### src/core/dcc_pkg.sv
/*
  Shared constants for the dual down-counter control block: register
  offsets, mode-byte layout, interrupt bits and timing figures.
  Assumes a single 25 MHz core clock and a word-addressed register port.
*/
package dcc_pkg;

  // Register port shape
  localparam int ADDR_W = 4;
  localparam int DATA_W = 16;
  localparam int MODE_W = 8;
  localparam int CNT_W  = 16;

  // Register offsets
  localparam logic [ADDR_W-1:0] ADDR_MODE        = 4'h0;
  localparam logic [ADDR_W-1:0] ADDR_LOW_RELOAD  = 4'h1;
  localparam logic [ADDR_W-1:0] ADDR_HIGH_RELOAD = 4'h2;
  localparam logic [ADDR_W-1:0] ADDR_LOW_VALUE   = 4'h3;
  localparam logic [ADDR_W-1:0] ADDR_HIGH_VALUE  = 4'h4;
  localparam logic [ADDR_W-1:0] ADDR_IRQ_STATUS  = 4'h5;
  localparam logic [ADDR_W-1:0] ADDR_IRQ_MASK    = 4'h6;
  localparam logic [ADDR_W-1:0] ADDR_PIN_CFG     = 4'h7;

  // Mode byte fields
  localparam int BIT_JOIN   = 7;
  localparam int BIT_BYPASS = 6;
  localparam int BIT_SEL_HI = 5;
  localparam int BIT_SEL_LO = 4;
  localparam int BIT_RUN_H  = 3;
  localparam int BIT_RUN_L  = 2;
  localparam int BIT_STEP_H = 1;
  localparam int BIT_STEP_L = 0;

  // Interrupt status and mask bits
  localparam int IRQ_W    = 2;
  localparam int IRQ_LOW  = 0;
  localparam int IRQ_HIGH = 1;

  // Pin configuration field
  localparam int BIT_WAVE = 0;

  // Timing
  localparam int PRESCALE_DIV       = 4;
  localparam int CLK_PERIOD_NS      = 40;
  localparam int OSC_HALF_PERIOD_NS = 1000;
  localparam int OSC_HALF_CYCLES    = OSC_HALF_PERIOD_NS / CLK_PERIOD_NS;

  // Count-output pin sources, in select-field order
  typedef enum logic [1:0] {
    SRC_OSC,
    SRC_LOW,
    SRC_HIGH,
    SRC_JOINED
  } dcc_pin_src_type;

endpackage : dcc_pkg

### src/core/dcc_cnt_if.sv
/*
  Carrier between the control logic and one 16-bit down-counter.
  Assumes both ends run on the same core clock.
*/
`timescale 1ns/1ps
`default_nettype none

interface dcc_cnt_if #(
  parameter int W = 16
);
  logic         dec;
  logic [W-1:0] reload;
  logic [W-1:0] value;
  logic         reached_zero;

  modport ctl (output dec, output reload, input value, input reached_zero);
  modport cnt (input dec, input reload, output value, output reached_zero);
endinterface : dcc_cnt_if

`default_nettype wire

### src/core/dcc_top.sv
/*
  Dual down-counter control: mode byte, two 16-bit counters that can be
  joined into one 32-bit counter, count-output pin source and waveform,
  sticky zero-detect interrupts, and a simple register port.
  Assumes a one-cycle strobe register master on core_clk and an external
  count clock arriving asynchronously on a pin.
*/
// Our own choices: the strobed register port and the placing of the registers.
`timescale 1ns/1ps
`default_nettype none

module dcc_top #(
  parameter int OSC_HALF = dcc_pkg::OSC_HALF_CYCLES
) (
  // Clock and reset
  input  wire logic                        core_clk,
  input  wire logic                        rst,
  // Register port
  input  wire logic [dcc_pkg::ADDR_W-1:0]  reg_addr,
  input  wire logic [dcc_pkg::DATA_W-1:0]  reg_wdata,
  input  wire logic                        reg_wr,
  input  wire logic                        reg_rd,
  output logic      [dcc_pkg::DATA_W-1:0]  reg_rdata,
  // Pins
  input  wire logic                        ext_count_clk,
  output logic                             count_output_pin,
  output logic                             count_output_pin_oe_n,
  // Interrupt
  output logic                             irq
);
  localparam int CW = dcc_pkg::CNT_W;
  localparam int OW = (OSC_HALF > 1) ? $clog2(OSC_HALF) : 1;

  dcc_cnt_if #(.W(CW)) lo_if ();
  dcc_cnt_if #(.W(CW)) hi_if ();

  // No reset clause: the mode byte survives reset, so it only has a
  // power-up value
  logic [dcc_pkg::MODE_W-1:0] counter_mode_control = '0;
  logic [CW-1:0]              low_reload;
  logic [CW-1:0]              high_reload;
  logic [dcc_pkg::IRQ_W-1:0]  irq_status;
  logic [dcc_pkg::IRQ_W-1:0]  irq_mask;
  logic                       pin_waveform_select;
  logic                       high_single_step;
  logic                       low_single_step;
  logic                       tick;
  logic [OW-1:0]              osc_cnt;
  logic                       osc_tick;
  logic                       wr_mode;
  logic                       counter_join_select;
  logic                       prescale_bypass;
  logic                       high_run;
  logic                       low_run;
  logic                       high_dec;
  logic                       low_dec;
  logic                       low_evt;
  logic                       high_evt;
  logic                       sel_evt;
  logic [dcc_pkg::IRQ_W-1:0]  irq_set;
  logic [dcc_pkg::IRQ_W-1:0]  irq_clr;
  dcc_pkg::dcc_pin_src_type   pin_src;

  // Field views of the mode byte
  assign counter_join_select = counter_mode_control[dcc_pkg::BIT_JOIN];
  assign prescale_bypass     = counter_mode_control[dcc_pkg::BIT_BYPASS];
  assign high_run            = counter_mode_control[dcc_pkg::BIT_RUN_H];
  assign low_run             = counter_mode_control[dcc_pkg::BIT_RUN_L];
  assign pin_src             = dcc_pkg::dcc_pin_src_type'(
                                 counter_mode_control[dcc_pkg::BIT_SEL_HI:dcc_pkg::BIT_SEL_LO]);
  assign wr_mode             = reg_wr && (reg_addr == dcc_pkg::ADDR_MODE);

  // no reset; step bits stored as zero
  always_ff @(posedge core_clk) begin
    if (wr_mode) begin
      counter_mode_control <= {reg_wdata[dcc_pkg::MODE_W-1:dcc_pkg::BIT_RUN_L], 2'b00};
    end
  end

  always_ff @(posedge core_clk) begin
    if (rst) begin
      high_single_step <= 1'b0;
      low_single_step  <= 1'b0;
    end else begin
      high_single_step <= wr_mode && reg_wdata[dcc_pkg::BIT_STEP_H];
      low_single_step  <= wr_mode && reg_wdata[dcc_pkg::BIT_STEP_L];
    end
  end

  // Reload values, pin and interrupt configuration
  always_ff @(posedge core_clk) begin
    if (rst) begin
      low_reload          <= '0;
      high_reload         <= '0;
      irq_mask            <= '0;
      pin_waveform_select <= 1'b0;
    end else if (reg_wr) begin
      if (reg_addr == dcc_pkg::ADDR_LOW_RELOAD) begin
        low_reload <= reg_wdata[CW-1:0];
      end
      if (reg_addr == dcc_pkg::ADDR_HIGH_RELOAD) begin
        high_reload <= reg_wdata[CW-1:0];
      end
      if (reg_addr == dcc_pkg::ADDR_IRQ_MASK) begin
        irq_mask <= reg_wdata[dcc_pkg::IRQ_W-1:0];
      end
      if (reg_addr == dcc_pkg::ADDR_PIN_CFG) begin
        pin_waveform_select <= reg_wdata[dcc_pkg::BIT_WAVE];
      end
    end
  end

  // External count clock front end
  dcc_prescale #(.DIV(dcc_pkg::PRESCALE_DIV)) u_prescale (
    .core_clk      (core_clk),
    .rst           (rst),
    .ext_count_clk (ext_count_clk),
    .bypass        (prescale_bypass),
    .tick          (tick)
  );

  // high base strobe: tick when running, step only when halted
  assign high_dec = high_run ? tick : high_single_step;
  // low base strobe, dead while joined
  assign low_dec  = !counter_join_select && (low_run ? tick : low_single_step);

  // joined mode: low half borrows into the high half
  assign lo_if.dec    = counter_join_select ? high_dec : low_dec;
  assign hi_if.dec    = counter_join_select ? (high_dec && (lo_if.value == '0)) : high_dec;
  assign lo_if.reload = low_reload;
  assign hi_if.reload = high_reload;

  dcc_down_counter #(.W(CW)) u_low (
    .core_clk (core_clk),
    .rst      (rst),
    .cnt      (lo_if.cnt)
  );

  dcc_down_counter #(.W(CW)) u_high (
    .core_clk (core_clk),
    .rst      (rst),
    .cnt      (hi_if.cnt)
  );

  // joined zero means the low half lands while the high half is zero
  assign low_evt  = !counter_join_select && lo_if.reached_zero;
  assign high_evt = counter_join_select ? (lo_if.reached_zero && (hi_if.value == '0))
                                        : hi_if.reached_zero;

  // Sampling oscillator, a free one-cycle tick every OSC_HALF core clocks
  always_ff @(posedge core_clk) begin
    if (rst) begin
      osc_cnt <= '0;
    end else begin
      osc_cnt <= osc_tick ? '0 : osc_cnt + OW'(1);
    end
  end

  assign osc_tick = (osc_cnt == OW'(OSC_HALF - 1));

  always_comb begin
    unique case (pin_src)
      dcc_pkg::SRC_OSC:    sel_evt = osc_tick;
      dcc_pkg::SRC_LOW:    sel_evt = lo_if.reached_zero;
      dcc_pkg::SRC_HIGH:   sel_evt = hi_if.reached_zero;
      dcc_pkg::SRC_JOINED: sel_evt = counter_join_select ? high_evt
                                     : (lo_if.reached_zero || hi_if.reached_zero);
    endcase
  end

  // square wave toggles, pulsed form follows the event
  always_ff @(posedge core_clk) begin
    if (rst) begin
      count_output_pin <= 1'b0;
    end else if (pin_waveform_select) begin
      count_output_pin <= sel_evt;
    end else if (sel_evt) begin
      count_output_pin <= !count_output_pin;
    end
  end

  // Pin direction lives elsewhere; this block always drives
  always_ff @(posedge core_clk) begin
    if (rst) begin
      count_output_pin_oe_n <= 1'b0;
    end else begin
      count_output_pin_oe_n <= 1'b0;
    end
  end

  // joined events only reach the high interrupt bit
  assign irq_set = {high_evt, low_evt};
  assign irq_clr = (reg_wr && (reg_addr == dcc_pkg::ADDR_IRQ_STATUS))
                   ? reg_wdata[dcc_pkg::IRQ_W-1:0] : '0;

  // Sticky status; a set in the clearing cycle wins
  always_ff @(posedge core_clk) begin
    if (rst) begin
      irq_status <= '0;
    end else begin
      irq_status <= (irq_status & ~irq_clr) | irq_set;
    end
  end

  assign irq = |(irq_status & irq_mask);

  // Read data for exactly one cycle; unmapped reads give zero
  always_ff @(posedge core_clk) begin
    if (rst || !reg_rd) begin
      reg_rdata <= '0;
    end else begin
      unique case (reg_addr)
        dcc_pkg::ADDR_MODE:        reg_rdata <= dcc_pkg::DATA_W'(counter_mode_control);
        dcc_pkg::ADDR_LOW_RELOAD:  reg_rdata <= dcc_pkg::DATA_W'(low_reload);
        dcc_pkg::ADDR_HIGH_RELOAD: reg_rdata <= dcc_pkg::DATA_W'(high_reload);
        dcc_pkg::ADDR_LOW_VALUE:   reg_rdata <= dcc_pkg::DATA_W'(lo_if.value);
        dcc_pkg::ADDR_HIGH_VALUE:  reg_rdata <= dcc_pkg::DATA_W'(hi_if.value);
        dcc_pkg::ADDR_IRQ_STATUS:  reg_rdata <= dcc_pkg::DATA_W'(irq_status);
        dcc_pkg::ADDR_IRQ_MASK:    reg_rdata <= dcc_pkg::DATA_W'(irq_mask);
        dcc_pkg::ADDR_PIN_CFG:     reg_rdata <= dcc_pkg::DATA_W'(pin_waveform_select);
        default:                   reg_rdata <= '0;
      endcase
    end
  end

  // Helper: mode byte as last seen outside reset
  logic [dcc_pkg::MODE_W-1:0] mode_before_rst;
  logic                       wrote_in_rst;
  always_ff @(posedge core_clk) begin
    if (!rst) begin
      mode_before_rst <= counter_mode_control;
      // A write on the last edge before reset already moved the byte
      wrote_in_rst    <= wr_mode;
    end else if (wr_mode) begin
      wrote_in_rst    <= 1'b1;
    end
  end

  property p_mode_kept;
    @(posedge core_clk) disable iff (rst)
      ($fell(rst) && !wrote_in_rst) |-> (counter_mode_control == mode_before_rst);
  endproperty
  a_mode_kept: assert property (p_mode_kept) else $error("mode byte changed by reset");

  property p_step_reads_zero;
    @(posedge core_clk) disable iff (rst)
      (reg_rd && (reg_addr == dcc_pkg::ADDR_MODE))
        |=> (reg_rdata[dcc_pkg::BIT_STEP_H:dcc_pkg::BIT_STEP_L] == 2'b00);
  endproperty
  a_step_reads_zero: assert property (p_step_reads_zero) else $error("step bits read nonzero");

  property p_step_high;
    @(posedge core_clk) disable iff (rst)
      (wr_mode && reg_wdata[dcc_pkg::BIT_STEP_H] && !reg_wdata[dcc_pkg::BIT_RUN_H]
       && !reg_wdata[dcc_pkg::BIT_JOIN])
        |=> ##1 ((hi_if.value != $past(hi_if.value)) || ($past(hi_if.value) == '0));
  endproperty
  a_step_high: assert property (p_step_high) else $error("high step did not decrement");

  property p_step_low_joined;
    @(posedge core_clk) disable iff (rst)
      (wr_mode && reg_wdata[dcc_pkg::BIT_STEP_L] && reg_wdata[dcc_pkg::BIT_JOIN]
       && !reg_wdata[dcc_pkg::BIT_STEP_H] && !reg_wdata[dcc_pkg::BIT_RUN_H])
        |=> ##1 $stable(lo_if.value);
  endproperty
  a_step_low_joined: assert property (p_step_low_joined) else $error("low step acted while joined");

  property p_halt_high;
    @(posedge core_clk) disable iff (rst)
      (!counter_join_select && !high_run && !high_single_step) |=> $stable(hi_if.value);
  endproperty
  a_halt_high: assert property (p_halt_high) else $error("halted high counter moved");

  property p_joined_halt;
    @(posedge core_clk) disable iff (rst)
      (counter_join_select && !high_run && !high_single_step) |=> $stable(lo_if.value);
  endproperty
  a_joined_halt: assert property (p_joined_halt) else $error("joined counter moved under low bits");

  property p_run_low;
    @(posedge core_clk) disable iff (rst)
      (!counter_join_select && low_run && tick && (lo_if.value != '0))
        |=> (lo_if.value == $past(lo_if.value) - CW'(1));
  endproperty
  a_run_low: assert property (p_run_low) else $error("running low counter missed a tick");

  property p_select_low;
    @(posedge core_clk) disable iff (rst)
      ((pin_src == dcc_pkg::SRC_LOW) && pin_waveform_select && lo_if.reached_zero) |=> count_output_pin;
  endproperty
  a_select_low: assert property (p_select_low) else $error("low zero missing on pin");

  property p_either_zero;
    @(posedge core_clk) disable iff (rst)
      ((pin_src == dcc_pkg::SRC_JOINED) && !counter_join_select && pin_waveform_select
       && hi_if.reached_zero) |=> count_output_pin;
  endproperty
  a_either_zero: assert property (p_either_zero) else $error("high zero missing on pin");

  property p_square;
    @(posedge core_clk) disable iff (rst)
      (!pin_waveform_select && sel_evt) |=> (count_output_pin != $past(count_output_pin));
  endproperty
  a_square: assert property (p_square) else $error("square wave did not toggle");

  property p_joined_no_low_irq;
    @(posedge core_clk) disable iff (rst)
      (counter_join_select && !irq_status[dcc_pkg::IRQ_LOW]) |=> !irq_status[dcc_pkg::IRQ_LOW];
  endproperty
  a_joined_no_low_irq: assert property (p_joined_no_low_irq) else $error("low irq set while joined");

endmodule : dcc_top

`default_nettype wire

### src/core/dcc_down_counter.sv
/*
  One down-counter: decrements on each dec strobe, reloads when it is
  stepped at zero, and pulses reached_zero when it lands on zero.
  Assumes dec is a one-cycle strobe from logic on the same clock.
*/
`timescale 1ns/1ps
`default_nettype none

module dcc_down_counter #(
  parameter int W = 16
) (
  // Clock and reset
  input wire logic core_clk,
  input wire logic rst,
  // Counter carrier
  dcc_cnt_if.cnt   cnt
);

  // Value update, wrapping through the reload value
  always_ff @(posedge core_clk) begin
    if (rst) begin
      cnt.value <= '0;
    end else if (cnt.dec) begin
      cnt.value <= (cnt.value == '0) ? cnt.reload : cnt.value - W'(1);
    end
  end

  // Zero-detect event, one cycle after the landing step
  always_ff @(posedge core_clk) begin
    if (rst) begin
      cnt.reached_zero <= 1'b0;
    end else begin
      cnt.reached_zero <= cnt.dec && (cnt.value == W'(1));
    end
  end

endmodule : dcc_down_counter

`default_nettype wire

### src/core/dcc_prescale.sv
/*
  External count clock front end: synchroniser, rising-edge detector and
  divide-by-four prescaler that can be bypassed.
  Assumes the external clock is slower than half the core clock.
*/
`timescale 1ns/1ps
`default_nettype none

module dcc_prescale #(
  parameter int DIV = dcc_pkg::PRESCALE_DIV
) (
  // Clock and reset
  input wire logic core_clk,
  input wire logic rst,
  // External clock pin and control
  input wire logic ext_count_clk,
  input wire logic bypass,
  // Effective count tick
  output logic     tick
);
  localparam int DW = (DIV > 1) ? $clog2(DIV) : 1;

  logic          sync_a;
  logic          sync_b;
  logic          prev;
  logic          rise;
  logic [DW-1:0] div;

  // Two-stage synchroniser; only sync_b reads sync_a
  always_ff @(posedge core_clk) begin
    if (rst) begin
      sync_a <= 1'b0;
      sync_b <= 1'b0;
      prev   <= 1'b0;
    end else begin
      sync_a <= ext_count_clk;
      sync_b <= sync_a;
      prev   <= sync_b;
    end
  end

  assign rise = sync_b && !prev;

  always_ff @(posedge core_clk) begin
    if (rst) begin
      div  <= '0;
      tick <= 1'b0;
    end else begin
      tick <= rise && (bypass || (div == DW'(DIV - 1)));
      if (rise) begin
        div <= (div == DW'(DIV - 1)) ? '0 : div + DW'(1);
      end
    end
  end

  // Edges are two cycles apart at least, so four of them span eight
  property p_prescale_gap;
    @(posedge core_clk) disable iff (rst)
      (!bypass && tick) |=> !tick [*7];
  endproperty
  a_prescale_gap: assert property (p_prescale_gap) else $error("prescaled tick too soon");

endmodule : dcc_prescale

`default_nettype wire

### config.mk
export PLATFORM = sky130hd
export DESIGN_NAME = dcc_top
export DESIGN_NICKNAME = d
export VERILOG_FILES = /design/src/core/dcc_pkg.sv /design/src/core/dcc_cnt_if.sv /design/src/core/dcc_top.sv /design/src/core/dcc_down_counter.sv /design/src/core/dcc_prescale.sv
export SDC_FILE = /design/constraint.sdc
export NUM_CORES = 1
export LEC_CHECK = 0
export BUFFER_PORTS_ARGS = -buffer_cell sky130_fd_sc_hd__buf_2
export CORE_ASPECT_RATIO = 1.4
export CORE_MARGIN = 2
export CORE_UTILIZATION = 59
export DETAILED_ROUTE_END_ITERATION = 10
export GPL_ROUTABILITY_DRIVEN = 0
export PLACE_DENSITY = 0.79
export SLEW_MARGIN = 5
export SYNTH_ARGS = -nofsm -noshare
export SYNTH_HDL_FRONTEND = slang
export SYNTH_SLANG_ARGS = --single-unit
### constraint.sdc
create_clock -name core_clk -period 2.68 [get_ports core_clk]
set_input_delay 0.134 -clock core_clk [delete_from_list [all_inputs] [get_ports core_clk]]
set_output_delay 0.134 -clock core_clk [all_outputs]
set_load 0.005 [all_outputs]
==> flow_metrics.tcl, run 1 <==
set metrics [dict create \
    status "finished clean" \
    cts_buffers 9 \
    grt_antenna_before_repair 0 \
    fill_cells 707 \
    drc 0 \
    finalMaxSlewViolations 0 \
    ios 44 \
    synth_fp_nets 647 \
    register_area_um2 2202 \
    clock-sinks 107 \
    worst_pin_slew_ps 895.7 \
    fin_nets 683 \
    layout_common_cells "107 x nand2_1, 101 x dfxtp_1, 74 x a21oi_1" \
    finalSetupViolations 0 \
    cp-endpoint "u_high.cnt.value[15]" \
    io_buffers 42 \
    crit_start "u_low.cnt.value[0]" \
    critical_path_arrival_ps 2700 \
    cts.clk_slew.worst_paths_ps 80 \
    postRouteAntennaNets 0 \
    power.leakage_nw 2.103 \
    startpoint_type "register" \
    drt-initial-drc-count 596 \
    wirelength_um 14110 \
    final_common_cell "nand2_1" \
    max_cap_viol_count 0 \
    synth.cell_area_um2 5064 \
    worstHoldPathType "input port to register" \
    grt-ovfl-total 0 \
    rr_worst_depth 7 \
    die_height_um 113.6 \
    fp-row-count 40 \
    htree_levels 3 \
    rsz0062_at_grt "false" \
    synth.avg_cell_area_um2 8.260 \
    antenna_cells 0 \
    post_cts_buffers 0 \
    track_usage_pct 31.45 \
    ys_seq_area_share_pct 43.49 \
    grt_start_max_net_pins 44 \
    synth-seq-cells 107 \
    clock_latency_ps 360 \
    synth_edf_count 6 \
    wl_per_cell_um 18.59 \
    placed_cells 738 \
    r2r_setup_slack_ps 240 \
    cts_resized 0 \
    ir_worst_vdd_mv 0.3969 \
    fin_crit_sh_pct 91.21 \
    p_per_area_nw_per_um2 574.1 \
    syn2layout_area_growth_pct 12.97 \
    drtPass1Iterations 6 \
    core_area_um2 8458 \
    grt_pass1_vias 4555 \
    synth.distinct_cells 61 \
    r2r-end "u_high.cnt.value[15]" \
    fin_tns_setup_ps 0 \
    tritoncts "done" \
    cp_max_fo 17 \
    dp_hpwl_um 10190 \
    ys.flop_type "dfxtp_1" \
    worst_setup_path_end_kind "register" \
    drive_above_1_share_pct 13.61 \
    synthArstFlopShare_pct 0 \
    initial_core_util_pct 59.87 \
    period_needed_ps 2444 \
    vias 4922 \
    reg2reg_from "u_low.cnt.value[0]" \
    cp_data_required_time_ps 2930 \
    fin_total_pwr_mw 3.284 \
    grt_pass1_wl_um 22830 \
    die-area_um2 9350 \
    hp-start "reg_wdata[2]" \
    path_class "register to register" \
    skew_ps 6.443 \
    cts_buffer_depth 2 \
    die_w_um 82.30 \
    instances_no_fill 759 \
    multiInputGateArea_um2 2608 \
    yosysWarnings 0 \
    via_per_inst 6.485 \
    synthCells 613 \
    relSlewSlack_pct 39.73 \
    finalHoldViolations 0 \
    fmax_mhz 409.1 \
    cts-root-buf "clkbuf_16" \
]
## report_power, final
part	switching [mW]	internal, mW	total [mW]
Clock	0.636	0.741	1.38
Sequential	0.0220	1.62	1.64
Combinational	0.169	0.0933	0.262
## cell families (layout without fill, tap and decap cells)
kind of cell               count (synthesis)  after routing  share of synthesized area [%]
and+or+nand+nor                          228            228                          22.39
AOI/OAI and AO/OA                        191            191                          23.62
DFF                                      107            107                          43.49
buffers and inverters                     61            102                          5.016
muxes                                     13             13                          2.669
adders and majority gates                  9              9                          2.224
xor gates and xnor gates                   3              3                         0.5190
other                                      1              1                        0.07406
## repair_timing
item                                    CTS  global route
endpoints found under the setup margin    0             0
hold buffers                              5             0
endpoints found under the hold margin     5             0
## critical path, cell delays in order (launching register included)
cell and delay [ps]:
dfxtp_1 370, inv_1 130, ha_1 190, nor3b_1 280, nand4_2 180, a21oi_2 630, o211ai_1 200, a221oi_1 360
## metrics by stage
stage / utilization (%) / setup WS, ps / hold slack [ps] / instance area [um^2]
finish: 67.63 / 235.6 / 21.09 / 5720
global route: 67.63 / 67.97 / 10.08 / 5720
CTS: 67.63 / 280.0 / 5.104 / 5720
detailed placement: 63.39 / 345.3 / 354.9 / 5361
global placement: 63.39 / 478.3 / 349.1 / 5361
floorplan: - / 711.9 / 232.9 / 5064
## flip-flops by register name, summed over array words and instances (netlist names)
register                 count
u_prescale.sync_b            1
high_single_step             1
u_high.cnt.reached_zero      1
u_prescale.div               2
counter_mode_control         6
osc_cnt                      5
u_low.cnt.value             16
hi_if.reload                16
reg_rdata                   16
irq_mask                     2
lo_if.reload                16
u_prescale.tick              1
count_output_pin             1
irq_status                   2
pin_waveform_select          1
u_low.cnt.reached_zero       1
u_prescale.prev              1
u_prescale.sync_a            1
u_high.cnt.value            16
low_single_step              1
## Yosys cell counts, types with 3 or more instances
cell type | number | area share [%]
nand2_1 | 107 | 7.9
dfxtp_1 | 101 | 40
a21oi_1 | 74 | 7.3
o21ai_0 | 30 | 3.0
a22oi_1 | 27 | 4.0
nor2_1 | 27 | 2.0
clkbuf_1 | 26 | 1.9
inv_1 | 22 | 1.6
nand3_1 | 22 | 2.2
nor3_1 | 15 | 1.5
a31oi_1 | 9 | 1.1
ha_1 | 9 | 2.2
mux2i_1 | 9 | 1.8
buf_2 | 8 | 0.79
nor2b_1 | 8 | 0.99
a211oi_1 | 7 | 1.0
and3_1 | 7 | 0.86
a221oi_1 | 6 | 1.0
edfxtp_1 | 6 | 3.6
nor4_1 | 6 | 0.74
nand2b_1 | 5 | 0.62
nor3b_1 | 5 | 0.74
o211ai_1 | 5 | 0.74
and2_1 | 4 | 0.49
mux2_2 | 4 | 0.89
o22ai_1 | 4 | 0.49
o32ai_1 | 4 | 0.69
a32o_1 | 3 | 0.59
and4_1 | 3 | 0.52
o21ai_1 | 3 | 0.30
o2bb2ai_1 | 3 | 0.52
o311a_1 | 3 | 0.59
o41ai_1 | 3 | 0.52
## area by class of cell
cell class / instances / area share (%)
Clock inverter: 7 / 1.465
Inverter: 22 / 1.444
Tap cell: 105 / 2.297
Multi-Input combinational cell: 445 / 45.58
Clock buffer: 9 / 3.937
Timing Repair Buffer: 64 / 6.780
Sequential cell: 107 / 38.50
## metal layers
| layer | wire, um | vias to the layer above | global-route usage (%) |
|---|---|---|---|
| met3 | 1171 | 46 | 3.323 |
| met4 | 487 | 0 | 14.67 |
| met1 | 5629 | 2255 | 42.10 |
| met2 | 6824 | 317 | 50.27 |
| li1 | - | 2304 | - |
| met5 | 0 | - | 0 |
## how the worst min path moves through the flow
| stage | end | cells after the start | slack [ps] |
|---|---|---|---|
| final | counter_mode_control[2] | 1 | 20 |
| after global routing | counter_mode_control[2] | 1 | 10 |
| after CTS | counter_mode_control[4] | 1 | 5 |
| after detailed placement | counter_mode_control[6] | 1 | 350 |
| after global placement | u_prescale.sync_a | 2 | 350 |
| after floorplan | counter_mode_control[2] | 0 | 230 |
Note: power is estimated with default switching activity, not from simulation.
==> run 2: changes to the inputs <==
- clock period: 2.68 -> 2.39 ns (I/O delays scaled with it)
==> flow_metrics.tcl, run 2 (synthesis gave the netlist of run 1 again) <==
set metrics [dict create \
    fmax_mhz 439.6 \
    drc 0 \
    post_cts_buffers 0 \
    grt_start_max_net_pins 39 \
    critical_path_arrival_ps 2500 \
    syn2layout_area_growth_pct 14.01 \
    clock_latency_ps 350 \
    cts.clk_slew.worst_paths_ps 70 \
    postLayoutSetupSlackWorst_ps 115.4 \
    clock-sinks 107 \
    die_w_um 82.30 \
    core_area_um2 8458 \
    grt-ovfl-total 0 \
    grt_pass1_vias 4623 \
    fin_tns_setup_ps 0 \
    grt_antenna_before_repair 0 \
    antenna_cells 0 \
    wirelength_um 14440 \
    cp_data_required_time_ps 2610 \
    dp_hpwl_um 10150 \
    r2r_setup_slack_ps 120 \
    via_per_inst 6.523 \
    place_ws_ps 301.1 \
    tritoncts "done" \
    power.leakage_nw 2.135 \
    drtPass1Iterations 6 \
    grt_pass1_wl_um 23130 \
    hold_path_depth 3 \
    track_usage_pct 32.02 \
    drt-initial-drc-count 629 \
    fin_nets 689 \
    rsz0062_at_grt "false" \
    postRouteAntennaNets 0 \
    cts_buffers 9 \
    final_common_cell "nand2_1" \
    finalSetupViolations 0 \
    cts_resized 0 \
    relSlewSlack_pct 53.77 \
    worst_pin_slew_ps 692.7 \
    ctsHoldBuffers 7 \
    worstHoldPathType "input port to register" \
    placed_cells 742 \
    critPathSlowestCell "o41ai_1" \
    finalMaxSlewViolations 0 \
    ios 44 \
    final_util_pct 68.25 \
    cts_buffer_depth 2 \
    status "finished clean" \
    instances_no_fill 765 \
    skew_ps 6.193 \
    htree_levels 3 \
    period_needed_ps 2275 \
    io_buffers 42 \
    rr_worst_depth 7 \
    finalHoldViolations 0 \
    max_stage_delay_ps 500 \
    vias 4990 \
    fin_crit_sh_pct 95.17 \
    die-area_um2 9350 \
    p_per_area_nw_per_um2 643.4 \
    wl_per_cell_um 18.87 \
    initial_core_util_pct 59.87 \
    ir_worst_vdd_mv 0.4961 \
    cts-root-buf "clkbuf_16" \
    worst_setup_path_end_kind "register" \
    cp_max_fo 10 \
    path_class "register to register" \
    max_cap_viol_count 0 \
    fin_total_pwr_mw 3.714 \
    fill_cells 701 \
    path_cells "inv_1, ha_1, nor3b_1, nand4_2, a21o_1, o41ai_1, a21oi_1" \
    startpoint_type "register" \
    fp-row-count 40 \
    die_height_um 113.6 \
    layout_common_cells "107 x nand2_1, 101 x dfxtp_1, 74 x a21oi_1" \
    drive_above_1_share_pct 13.79 \
]
run 2: area by class of cell:
| class | instances | area, um^2 | area share, % |
|---|---|---|---|
| clock buffer | 11 | 232.7 | 4.031 |
| clock inverter | 5 | 78.83 | 1.365 |
| inverter | 22 | 82.58 | 1.430 |
| multi-input combinational | 445 | 2608 | 45.17 |
| sequential | 107 | 2202 | 38.14 |
| tap | 105 | 131.4 | 2.276 |
| timing repair buffer | 70 | 437.9 | 7.586 |
run 2: final timing paths:
path	from	end
setup / recovery	u_low.cnt.value[0]	u_high.cnt.value[12]
hold / removal	reg_wdata[15]	lo_if.reload[15]
setup reg to reg	u_low.cnt.value[0]	u_high.cnt.value[12]
hold reg to reg	u_prescale.prev	u_prescale.tick
run 2: per-stage QoR:
step                hold slack (ps)  instance area [um^2]
finish                        22.39                  5773
detailed placement            334.4                  5391
global route                  27.48                  5773
CTS                           16.26                  5773
global placement              334.2                  5391
floorplan                     218.4                  5064
run 2: critical path: cells and delay by family, from the launching register on:
kind / cells / cell delay, ps
compound gates: 3 / 950
fa+ha+maj: 1 / 180
buf+inv: 1 / 130
flops: 1 / 370
simple gates: 2 / 510
run 2: per-layer routing:
| metal | vias up | track usage (%) | part of all wire [%] |
|---|---|---|---|
| li1 | 2307 | - | - |
| met1 | 2337 | 41.57 | 40 |
| met2 | 306 | 50.70 | 49 |
| met3 | 40 | 7.595 | 8.5 |
| met4 | 0 | 12.89 | 2.8 |
| met5 | - | 0 | 0 |
run 2: where the power goes:
group	internal, mW	total [mW]	switching (mW)
registers	1.82	1.84	0.0244
clock network	0.917	1.57	0.653
logic	0.109	0.300	0.190
